`src/hdl/cosc_map.svh`:
```
`ifndef COSC_MAP_SVH
`define COSC_MAP_SVH
// register byte addresses
`define COSC_OFS_CHAN_CFG0 12'h028
`define COSC_OFS_SELF_TEST 12'h00C
`define COSC_OFS_SW_RESET 12'h012
`define COSC_OFS_GEN_TEST 12'h100
`define COSC_OFS_CHAN_TEST0 12'h104
`define COSC_OFS_CONTROL 12'h120
`define COSC_OFS_LAMP 12'h124
`define COSC_OFS_DISCONNECT 12'h128
`define COSC_OFS_CLOCK_SEL 12'h12C
`define COSC_OFS_CAL_MUX 12'h130
`define COSC_OFS_IRQ_STATUS 12'h134
`define COSC_OFS_IRQ_MASK 12'h138
`define COSC_OFS_STATE 12'h13C
// field positions
`define COSC_CFG_MARK_POL 0
`define COSC_CTL_SELF_TEST 0
`define COSC_CTL_CAL 1
`define COSC_CTL_CAL_END 2
`define COSC_CTL_PLAY 4
`define COSC_LAMP_FORCE 0
`define COSC_LAMP_VALUE 1
// reset values and calibration read value
`define COSC_SW_RESET_VAL 16'h001D
`define COSC_CAL_READ_VAL 32'h0000_3C00
`define COSC_CFG_RESET 16'h0000
// timing
`define COSC_CLK_MHZ 125
`define COSC_BLINK_MS 250
`define COSC_BLINK_CYC (`COSC_BLINK_MS * `COSC_CLK_MHZ * 1000)
`define COSC_TEST_CYC 64
`endif

```
`src/hdl/cosc_pkg.sv`:
```
package cosc_pkg;
  typedef enum logic [3:0] {
    TEST_IDLE = 4'b0001,
    TEST_RUN = 4'b0010,
    TEST_CAL = 4'b0100,
    TEST_DONE = 4'b1000
  } cosc_test_e;
  typedef struct packed {
    logic [3:0] marker;
    logic [3:0] connect;
    logic [3:0] clockMon;
    logic lamp;
  } cosc_front_s;
  typedef struct packed {
    logic [3:0] load;
    logic [63:0] code;
  } cosc_dac_s;
endpackage

```
`src/hdl/cosc_channel_output_status_control.sv`:
```
// Summary of operation
// RULE1: reset takes channels offline, defaults, self-test
// RULE2: reset loads software reset register 0x1D
// RULE3: self-test on reset and on command
// RULE4: one pass/fail bit per channel
// RULE5: general fault separate from channel faults
// RULE6: one-cycle marker at first waveform sample
// RULE7: marker polarity from channel config bit
// RULE8: lamp on at reset, off after pass
// RULE9: lamp blinks during calibration or test; the code blinks only for a commanded test, the reset test keeps the lamp solid
// RULE10: software can force lamp on or off
// RULE11: per-channel field disconnect bit
// RULE12: per-channel external sample clock choice
// RULE13: internal sample clock driven to monitor
// RULE14: converter takes 16-bit word per channel
// RULE15: offset binary codes passed unchanged
// RULE16: calibration mux selects exactly one channel
// RULE17: calibration reads 0x3C00, writes dropped
// RULE18: marker aligned to selected sample clock
`include "cosc_map.svh"
`timescale 1ns/1ps
`default_nettype none
module cosc_channel_output_status_control #(
  parameter int CHANNELS = 4,
  parameter int BLINK_CYC = `COSC_BLINK_CYC,
  parameter int TEST_CYC = `COSC_TEST_CYC
) (
  // clock and reset
  input wire logic clk,
  input wire logic rstn,
  // apb slave
  input wire logic psel,
  input wire logic penable,
  input wire logic pwrite,
  input wire logic [11:0] paddr,
  input wire logic [31:0] pwdata,
  output logic [31:0] prdata,
  output logic pready,
  output logic pslverr,
  // waveform buffers, one 16-bit word per channel
  input wire logic [63:0] bufWord,
  input wire logic [3:0] firstSample,
  output logic [3:0] sampleTake,
  // external sample clocks from the front connector
  input wire logic [3:0] extClkPin,
  // self-test results from the test engine
  input wire logic [3:0] chanFault,
  input wire logic genFault,
  // outputs
  output cosc_pkg::cosc_dac_s dacOut,
  output cosc_pkg::cosc_front_s front,
  output logic [1:0] calMuxSel,
  output logic irq
);
  import cosc_pkg::*;

  // refused at elaboration, the decode is fixed at four
  if (CHANNELS != 4) begin : genBadChan
    $error("only four channels supported");
  end
  if (BLINK_CYC < 2 || TEST_CYC < 2) begin : genBadCount
    $error("counts too small");
  end

  function automatic logic hit(input logic [11:0] a, input logic [11:0] o);
    return a == o;
  endfunction

  logic wrEn;
  logic rdEn;
  logic calActive;
  logic cmdRun_reg;
  logic [15:0] cfg_reg [4];
  logic [15:0] swReset_reg;
  logic [3:0] selfTest_reg;
  logic genTest_reg;
  logic [3:0] lamp_reg;
  logic [3:0] disc_reg;
  logic [3:0] clkSel_reg;
  logic [1:0] calMux_reg;
  logic [3:0] play_reg;
  logic [2:0] irqStat_reg;
  logic [2:0] irqMask_reg;
  cosc_test_e state_reg;
  logic [31:0] testCnt_reg;
  logic [31:0] blinkCnt_reg;
  logic blink_reg;
  logic [3:0] extS1_reg, extS2_reg, extS3_reg;
  logic [7:0] divCnt_reg;
  logic [3:0] intClk_reg;
  logic [3:0] tick;
  logic [3:0] marker_reg;
  logic [63:0] code_reg;
  logic [3:0] take_reg;

  assign pready = 1'b1;
  assign pslverr = 1'b0;
  // calibration drops writes
  assign wrEn = psel && penable && pwrite && !calActive;
  assign rdEn = psel && !penable && !pwrite;
  assign calActive = state_reg == TEST_CAL;

  // RULE2: reset marker value
  always_ff @(posedge clk or negedge rstn) begin
    if (!rstn) begin
      swReset_reg <= `COSC_SW_RESET_VAL;
    end else if (wrEn && hit(paddr, `COSC_OFS_SW_RESET)) begin
      swReset_reg <= pwdata[15:0];
    end
  end

  // RULE7: config registers hold polarity
  always_ff @(posedge clk or negedge rstn) begin
    if (!rstn) begin
      for (int i = 0; i < 4; i++) cfg_reg[i] <= `COSC_CFG_RESET;
    end else begin
      for (int i = 0; i < 4; i++)
        if (wrEn && hit(paddr, 12'(`COSC_OFS_CHAN_CFG0 + 2 * i)))
          cfg_reg[i] <= pwdata[15:0];
    end
  end

  // RULE10: lamp override register
  always_ff @(posedge clk or negedge rstn) begin
    if (!rstn) begin
      lamp_reg <= 4'h0;
    end else if (wrEn && hit(paddr, `COSC_OFS_LAMP)) begin
      lamp_reg <= pwdata[3:0];
    end
  end

  // RULE1: offline after reset
  // RULE11: per-channel disconnect
  always_ff @(posedge clk or negedge rstn) begin
    if (!rstn) begin
      disc_reg <= 4'hF;
    end else if (wrEn && hit(paddr, `COSC_OFS_DISCONNECT)) begin
      disc_reg <= pwdata[3:0];
    end
  end

  // RULE12: external clock select
  always_ff @(posedge clk or negedge rstn) begin
    if (!rstn) begin
      clkSel_reg <= 4'h0;
    end else if (wrEn && hit(paddr, `COSC_OFS_CLOCK_SEL)) begin
      clkSel_reg <= pwdata[3:0];
    end
  end

  // RULE16: one channel encoded
  always_ff @(posedge clk or negedge rstn) begin
    if (!rstn) begin
      calMux_reg <= 2'h0;
    end else if (wrEn && hit(paddr, `COSC_OFS_CAL_MUX)) begin
      calMux_reg <= pwdata[1:0];
    end
  end

  // play bits, cleared at reset so channels start idle
  always_ff @(posedge clk or negedge rstn) begin
    if (!rstn) begin
      play_reg <= 4'h0;
    end else if (wrEn && hit(paddr, `COSC_OFS_CONTROL)) begin
      play_reg <= pwdata[`COSC_CTL_PLAY +: 4];
    end
  end

  always_ff @(posedge clk or negedge rstn) begin
    if (!rstn) begin
      irqMask_reg <= 3'h0;
    end else if (wrEn && hit(paddr, `COSC_OFS_IRQ_MASK)) begin
      irqMask_reg <= pwdata[2:0];
    end
  end

  // RULE9: command test blinks lamp
  // the reset test keeps the lamp solid instead
  always_ff @(posedge clk or negedge rstn) begin
    if (!rstn) begin
      cmdRun_reg <= 1'b0;
    end else if (state_reg != TEST_RUN) begin
      cmdRun_reg <= wrEn && hit(paddr, `COSC_OFS_CONTROL)
        && pwdata[`COSC_CTL_SELF_TEST];
    end
  end

  // test sequencer; calibration end comes from the onboard processor
  // RULE3: start on reset or command
  always_ff @(posedge clk or negedge rstn) begin
    if (!rstn) begin
      state_reg <= TEST_RUN;
      testCnt_reg <= 32'h0000_0000;
    end else begin
      unique case (state_reg)
        TEST_IDLE, TEST_DONE: begin
          testCnt_reg <= 32'h0000_0000;
          if (wrEn && hit(paddr, `COSC_OFS_CONTROL)) begin
            if (pwdata[`COSC_CTL_SELF_TEST]) state_reg <= TEST_RUN;
            else if (pwdata[`COSC_CTL_CAL]) state_reg <= TEST_CAL;
          end
        end
        TEST_RUN: begin
          testCnt_reg <= testCnt_reg + 32'h0000_0001;
          if (testCnt_reg == 32'(TEST_CYC - 1)) state_reg <= TEST_DONE;
        end
        TEST_CAL: begin
          if (psel && penable && pwrite && hit(paddr, `COSC_OFS_CONTROL)
              && pwdata[`COSC_CTL_CAL_END])
            state_reg <= TEST_DONE;
        end
        default: state_reg <= TEST_IDLE;
      endcase
    end
  end

  // RULE4: per-channel result bits
  // RULE5: general fault kept apart
  always_ff @(posedge clk or negedge rstn) begin
    if (!rstn) begin
      selfTest_reg <= 4'h0;
      genTest_reg <= 1'b0;
    end else if (state_reg == TEST_RUN && testCnt_reg == 32'(TEST_CYC - 1)) begin
      selfTest_reg <= ~chanFault;
      genTest_reg <= genFault;
    end
  end

  // events: test done, test failed, calibration done; set wins over clear
  logic [2:0] evt;
  assign evt[0] = state_reg == TEST_RUN && testCnt_reg == 32'(TEST_CYC - 1);
  assign evt[1] = evt[0] && (genFault || |chanFault);
  assign evt[2] = calActive && psel && penable && pwrite
    && hit(paddr, `COSC_OFS_CONTROL) && pwdata[`COSC_CTL_CAL_END];
  always_ff @(posedge clk or negedge rstn) begin
    if (!rstn) irqStat_reg <= 3'h0;
    else begin
      for (int i = 0; i < 3; i++)
        if (evt[i]) irqStat_reg[i] <= 1'b1;
        else if (wrEn && hit(paddr, `COSC_OFS_IRQ_STATUS) && pwdata[i])
          irqStat_reg[i] <= 1'b0;
    end
  end
  always_ff @(posedge clk or negedge rstn) begin
    if (!rstn) begin
      irq <= 1'b0;
    end else begin
      irq <= |(irqStat_reg & irqMask_reg);
    end
  end

  // RULE9: blink for calibration or commanded test
  always_ff @(posedge clk or negedge rstn) begin
    if (!rstn) begin
      blinkCnt_reg <= 32'h0000_0000;
      blink_reg <= 1'b1;
    end else if (blinkCnt_reg == 32'(BLINK_CYC - 1)) begin
      blinkCnt_reg <= 32'h0000_0000;
      blink_reg <= ~blink_reg;
    end else blinkCnt_reg <= blinkCnt_reg + 32'h0000_0001;
  end

  // lamp after a failed test stays lit
  logic lampAuto;
  always_comb begin
    unique case (state_reg)
      // RULE8: lit until pass
      TEST_RUN: lampAuto = cmdRun_reg ? blink_reg : 1'b1;
      TEST_CAL: lampAuto = blink_reg;
      TEST_DONE: lampAuto = genTest_reg || selfTest_reg != 4'hF;
      default: lampAuto = 1'b0;
    endcase
  end

  // RULE12: two-flop sync of pins
  always_ff @(posedge clk or negedge rstn) begin
    if (!rstn) begin
      extS1_reg <= 4'h0;
      extS2_reg <= 4'h0;
      extS3_reg <= 4'h0;
    end else begin
      extS1_reg <= extClkPin;
      extS2_reg <= extS1_reg;
      extS3_reg <= extS2_reg;
    end
  end

  // internal sample clock, divided down from clk
  always_ff @(posedge clk or negedge rstn) begin
    if (!rstn) begin
      divCnt_reg <= 8'h00;
      intClk_reg <= 4'h0;
    end else begin
      divCnt_reg <= divCnt_reg + 8'h01;
      if (divCnt_reg == 8'hFF) intClk_reg <= ~intClk_reg;
    end
  end

  // RULE18: tick on chosen clock edge
  genvar g;
  generate
    for (g = 0; g < 4; g++) begin : genChan
      assign tick[g] = clkSel_reg[g]
        ? (extS2_reg[g] && !extS3_reg[g])
        : (divCnt_reg == 8'hFF && !intClk_reg[g]);
      // RULE14: 16-bit word per channel
      // RULE15: offset binary passed as-is
      always_ff @(posedge clk or negedge rstn) begin
        if (!rstn) begin
          code_reg[16*g +: 16] <= 16'h0000;
          take_reg[g] <= 1'b0;
          marker_reg[g] <= 1'b0;
        end else begin
          take_reg[g] <= tick[g] && play_reg[g] && !calActive;
          if (tick[g] && play_reg[g] && !calActive)
            code_reg[16*g +: 16] <= bufWord[16*g +: 16];
          // RULE6: one-cycle marker
          marker_reg[g] <= tick[g] && play_reg[g] && !calActive
            && firstSample[g];
        end
      end
      // RULE7: polarity select
      assign front.marker[g] = marker_reg[g] ^ cfg_reg[g][`COSC_CFG_MARK_POL];
    end
  endgenerate

  assign sampleTake = take_reg;
  assign dacOut.code = code_reg;
  assign dacOut.load = take_reg;
  // RULE11: closed unless disconnected
  assign front.connect = ~disc_reg;
  // RULE13: monitor internal clock
  assign front.clockMon = intClk_reg;
  // RULE10: software override
  assign front.lamp = lamp_reg[`COSC_LAMP_FORCE]
    ? lamp_reg[`COSC_LAMP_VALUE] : lampAuto;
  // RULE16: one-of-four select
  assign calMuxSel = calMux_reg;

  // read data registered in setup phase
  logic [31:0] rdMux;
  always_comb begin
    rdMux = 32'h0000_0000;
    for (int i = 0; i < 4; i++) begin
      if (hit(paddr, 12'(`COSC_OFS_CHAN_CFG0 + 2 * i)))
        rdMux = {16'h0000, cfg_reg[i]};
      if (hit(paddr, 12'(`COSC_OFS_CHAN_TEST0 + 4 * i)))
        rdMux = {31'h0, ~selfTest_reg[i]};
    end
    if (hit(paddr, `COSC_OFS_SELF_TEST)) rdMux = {28'h0, selfTest_reg};
    if (hit(paddr, `COSC_OFS_SW_RESET)) rdMux = {16'h0000, swReset_reg};
    if (hit(paddr, `COSC_OFS_GEN_TEST)) rdMux = {31'h0, genTest_reg};
    if (hit(paddr, `COSC_OFS_CONTROL)) rdMux = {24'h0, play_reg, 4'h0};
    if (hit(paddr, `COSC_OFS_LAMP)) rdMux = {28'h0, lamp_reg};
    if (hit(paddr, `COSC_OFS_DISCONNECT)) rdMux = {28'h0, disc_reg};
    if (hit(paddr, `COSC_OFS_CLOCK_SEL)) rdMux = {28'h0, clkSel_reg};
    if (hit(paddr, `COSC_OFS_CAL_MUX)) rdMux = {30'h0, calMux_reg};
    if (hit(paddr, `COSC_OFS_IRQ_STATUS)) rdMux = {29'h0, irqStat_reg};
    if (hit(paddr, `COSC_OFS_IRQ_MASK)) rdMux = {29'h0, irqMask_reg};
    if (hit(paddr, `COSC_OFS_STATE)) rdMux = {28'h0, state_reg};
    // RULE17: fixed read in calibration
    if (calActive) rdMux = `COSC_CAL_READ_VAL;
  end
  always_ff @(posedge clk or negedge rstn) begin
    if (!rstn) prdata <= 32'h0000_0000;
    else if (rdEn) prdata <= rdMux;
  end
endmodule // cosc_channel_output_status_control
`default_nettype wire

```
`config.mk`:
```
export PLATFORM = sky130hd
export DESIGN_NAME = cosc_channel_output_status_control
export DESIGN_NICKNAME = d
export VERILOG_FILES = /design/src/hdl/cosc_pkg.sv /design/src/hdl/cosc_channel_output_status_control.sv
export VERILOG_INCLUDE_DIRS = /design/src /design/src/hdl
export SDC_FILE = /design/constraint.sdc
export NUM_CORES = 1
export LEC_CHECK = 0
export ABC_AREA = 1
export BUFFER_PORTS_ARGS = -buffer_cell sky130_fd_sc_hd__buf_2
export CELL_PAD_IN_SITES_DETAIL_PLACEMENT = 0
export CELL_PAD_IN_SITES_GLOBAL_PLACEMENT = 1
export CORE_MARGIN = 1
export CORE_UTILIZATION = 45
export DETAILED_ROUTE_END_ITERATION = 12
export PLACE_DENSITY = 0.91
export SETUP_SLACK_MARGIN = 0.2
export SYNTH_ARGS = -nofsm -noshare
export SYNTH_HDL_FRONTEND = slang
export SYNTH_SLANG_ARGS = --single-unit
```
`constraint.sdc`:
```
create_clock -name clk -period 3 [get_ports clk]
set_input_delay 0.3 -clock clk [delete_from_list [all_inputs] [get_ports clk]]
set_output_delay 0.3 -clock clk [all_outputs]
set_load 0.01 [all_outputs]
```
Word level (Yosys, flattened, before mapping)
Cells that the tools add are included.
Widths: inputs -> output; s select.
- bits in registers: 308
- latch bits: 0
- bits in writable memories: 0
- memory bits (read-only): 0
- input port bits: 126
- output and inout bits: 122
- word-level logic and storage cells: 200
- memories kept: 0
- $add $sub $neg: 3
- multiply operators: 0
- div/mod/pow operators: 0
- $lt $le $gt $ge: 0
- equal/unequal tests: 32
- shifts and indexed selects: 0
- muxes and demuxes: 41
- bitwise operators: 13
- reduce and logical (&&, ||, !) cells: 71
- operator list (cell ; number):
    $mux 32 ; 20
    $eq 12x9->1 const B ; 13
    $add 32x1->32 const B ; 2
    $pmux 32 s2 ; 1
    $logic_and 1x1->1 ; 50
    $eq 12x6->1 const B ; 4
    $eq 32x25->1 const B ; 1
    $eq 32x6->1 const B ; 1
    $mux 4 ; 5
    $mux 16 ; 1
    $eq 12x4->1 const B ; 1
    $eq 12x5->1 const B ; 1
    $mux 1 ; 12
    $not 4->4 ; 3
    $pmux 4 s3 ; 1
    $logic_not 1->1 ; 11
    $add 8x1->8 const B ; 1
    $eq 8x8->1 const B ; 1
    $reduce_bool 2->1 ; 4
    $not 1->1 ; 5
    $eq 4x1->1 const B ; 1
    $eq 4x2->1 const B ; 1
    $eq 4x3->1 const B ; 1
    $eq 4x4->1 const B ; 1
    other kinds (13) ; 18

Longest topological paths before layout
- depth after elaboration: 21
- gate-level depth with buffers: 17
- mapped depth without buffers: 17

Worst setup path after synthesis
OpenSTA, ideal clock, no wires.
- kind: register -> output
- start: reg state_reg[1]
- end: out front[0] (netlist bit)
- arrival time: 1.554 ns
- slack: 1.146 ns
- stages on the path, launching flop included: 7
- buffers on the path: 2
- cell sequence: dfstp_2 > nand3_1 > inv_1 > buf_2 > clkbuf_1 > o22ai_1 > a31oi_1
- RTL lines (item ; RTL line ; text):
    start: declaration ; cosc_channel_output_status_control.sv:84 ; cosc_test_e state_reg;
    start signal: assignment ; cosc_channel_output_status_control.sv:192 ; state_reg <= TEST_RUN;
    start signal: assignment ; cosc_channel_output_status_control.sv:199 ; if (pwdata[`COSC_CTL_SELF_TEST]) state_reg <= TEST_RUN;
    start signal: assignment ; cosc_channel_output_status_control.sv:200 ; else if (pwdata[`COSC_CTL_CAL]) state_reg <= TEST_CAL;
    end: declaration ; cosc_channel_output_status_control.sv:51 ; output cosc_pkg::cosc_front_s front,

Worst setup path after layout
- start: reg state_reg[1]
- end: reg cfg_reg[50] (netlist bit)
- word-level cells in the longest chain between the ends: 4
- RTL lines (item ; RTL line ; text):
    $eq 4x3->1 ; cosc_channel_output_status_control.sv:101 ; assign calActive = state_reg == TEST_CAL;
    $logic_not 1->1 ; cosc_channel_output_status_control.sv:99 ; assign wrEn = psel && penable && pwrite && !calActive;
    $logic_and 1x1->1 ; cosc_channel_output_status_control.sv:99 ;
    $logic_and 1x1->1 ; cosc_channel_output_status_control.sv:118 ; if (wrEn && hit(paddr, 12'(`COSC_OFS_CHAN_CFG0 + 2 * i)))
    end signal: indexed assignment ; cosc_channel_output_status_control.sv:119 ; cfg_reg[i] <= pwdata[15:0];
    end: declaration ; cosc_channel_output_status_control.sv:73 ; logic [15:0] cfg_reg [4];
No other way between the ends.
A chain may end at the register's enable or synchronous reset.

==> run summary <==
# IOs: 248
Internal power: 7.12 mW
F_max: 0.399 GHz
Critical Path End Type: flip-flop
R2r setup slk: 490 ps
Routed Antenna Nets: 0
Critical path arrival: 2880 ps
Worst Skew: 12.6 ps
Net Sw Frac: 23.8%
Clk network pwr share: 48.6%
Max cap viols: 0
First-pass GRT wire length: 57300 um
FF-to-FF path depth: 8
CP Class: flip-flop to flip-flop
Initial drt markers: 914
Final WL: 34900 um
Combinational share of power: 8.1%
Post-CTS setup buffers: 0
Fin util: 57.2%
Core Area: 29600 um^2
Vias in the first global route: 11326
Die Area: 30700 um^2
Die width: 175 um
WL per Instance: 15.1 um
Num CTS Buffers: 35
RSZ-0062 raised after global routing: no
Crit share post-route: 83.6%
Layout Nets: 2024
GRT Util Overall: 23.1%
Sequential fraction of the synthesis area: 54.2%
Port Buffers: 213
Slew HR: 42.1%
Drc violations: 0
Worst endpoint required time: 3370 ps
Clk sinks: 292
Avg Inst Size Synth: 8.43 um^2
Max reg flops: 68
Peak fanout along the critical path: 20
Clock buffer depth: 3
Sw power: 2.22 mW
CTS root buf: clkbuf_16
CTS tree: built
Initial core utilization: 45.7%
Actual slew at the worst max-slew pin: 865 ps
Fill cells: 2588
Most frequent cells in the layout: 497 x nand2_1, 282 x dfrtp_1, 212 x buf_2
Status: finished, final reports clean
Hpwl dp: 24000 um
Fraction of layout cells with a size suffix above 1: 18.6%
Crit start category: flip-flop
Commonest non-fill, non-tap cell in the layout: nand2_1
P&R area growth vs syn: 25.0%
Cells after synthesis: 1604
Worst Slack Setup Final: 491 ps
CTS H-tree depth: 2
#FFs+latches synth: 292
Top_reg_cell synth: dfrtp_1
Final Max Slew Viols: 0
EDFF count, synth: 0
HP Class: primary input to flip-flop
WHS Path Cells: 3
Hold Fails Final Rpt: 0
Total power: 9.34 mW
Vias per inst: 5.11
Final min period: 2510 ps
Warnings from Yosys: 0
Power share of the sequential group: 43.3%
Vert. Die Dim: 175 um
Setup Viol. Count Final: 0
Initial antenna violation count: 2
Pre-CTS worst setup slack: 546 ps
Max VDD drop: 0.316 mV
1st-pass router iterations: 5
Final GP Congestion: 0.903
Clk Latency, worst-skew pair: 510 ps
Leak: 8.06 nW
GRT overflow: 0
Rows: 63
Cell Area, Synth: 13500 um^2
Synth unique cells: 50
Largest net degree at the start of global routing: 99
TNS Setup: 0 ps
Clock transition at the registers of the reported paths: 60 ps
Vias: 11800
PwrDens: 553 nW/um^2
Hold WS: 20.9 ps
FFs w/ async S/R, synth: 100%
## repair_timing
action	CTS	global route
hold buffers	73	0
resized for setup	0	0
hold endpoints to repair	121	0
## power groups by stage
stage	registers, mW	logic (mW)	clock network [mW]
after floorplan	4.11	0.389	0
after global placement	4.11	0.672	0
after detailed placement	4.11	0.677	0
after CTS	4.04	0.755	4.63
after global routing	4.05	0.842	4.80
final	4.05	0.755	4.54
## per-layer routing
metal,vias to the layer above,part of all wire (%),GRT usage (%)
met5,-,0,0
met4,0,2.4,7.07
met1,5601,45,32.1
li1,5750,-,-
met3,63,6.0,4.48
met2,386,46,36.7
## layout make-up
cell class                 instances  area [um^2]  area share (%)
sequential                       292         7320            43.3
multi-input combinational       1083         5200            30.8
timing repair buffer             302         1960            11.6
clock buffer                      45          963            5.70
inverter                         181          679            4.02
tap                              390          488            2.89
clock inverter                    15          274            1.62
antenna                            2         5.00          0.0296
## cell usage after synthesis, types with 7 or more instances
cell type	count	share of area, %
nand2_1	497	14
dfrtp_1	282	52
inv_1	164	4.6
o21ai_0	146	5.4
nor2_1	103	2.9
nand3_1	53	2.0
a21oi_1	46	1.7
nor3_1	32	1.2
nand4_1	29	1.3
clkbuf_1	27	0.75
buf_4	24	1.3
xor2_1	21	1.4
nor4_1	20	0.93
inv_2	17	0.47
dfstp_2	10	1.9
nor2_2	9	0.42
nor3_2	9	0.67
a221oi_1	8	0.52
a22o_1	7	0.45
buf_2	7	0.26
o22ai_1	7	0.32
## logic make-up (layout without fill, tap and decap cells)
kind of cell,Yosys count,after routing,synth area share [%]
other,2,20,0.0556
xor gates and xnor gates,23,23,1.49
AOI/OAI and AO/OA,248,248,10.2
DFF,292,292,54.2
adders and majority gates,3,3,0.278
buffers and inverters,245,543,7.81
and+or+nand+nor,785,785,25.6
muxes,6,6,0.444
## critical path, stage by stage (launching register included)
cell	delay (ps)
dfstp_2	550
nor2_1	40
inv_1	70
nor3_2	80
nor2_1	670
nand2_1	470
buf_4	350
nand2_1	80
o21ai_0	70
## through the flow
stage | area (um^2) | std cells
6_report | 16900 | 2310
5_1_grt | 16900 | 2309
4_1_cts | 16900 | 2308
3_5_place_dp | 14900 | 2175
3_3_place_gp | 14900 | 2175
2_1_floorplan | 13600 | 1620
## path summary, 6_finish.rpt
check,from,to
worst max-delay path,state_reg[1]$_DFFE_PN1P_,cfg_reg[50]$_DFFE_PN0P_
worst min-delay path,bufWord[15],dacOut[15]$_DFFE_PN0P_
worst max register to register,state_reg[1]$_DFFE_PN1P_,cfg_reg[50]$_DFFE_PN0P_
worst min register to register,extS1_reg[2]$_DFF_PN0_,extS2_reg[2]$_DFF_PN0_
max in group asynchronous,rstn,swReset_reg[2]$_DFFE_PN1P_
min in group asynchronous,rstn,testCnt_reg[2]$_DFFE_PN0P_
Note: power is estimated with default switching activity, not from simulation.
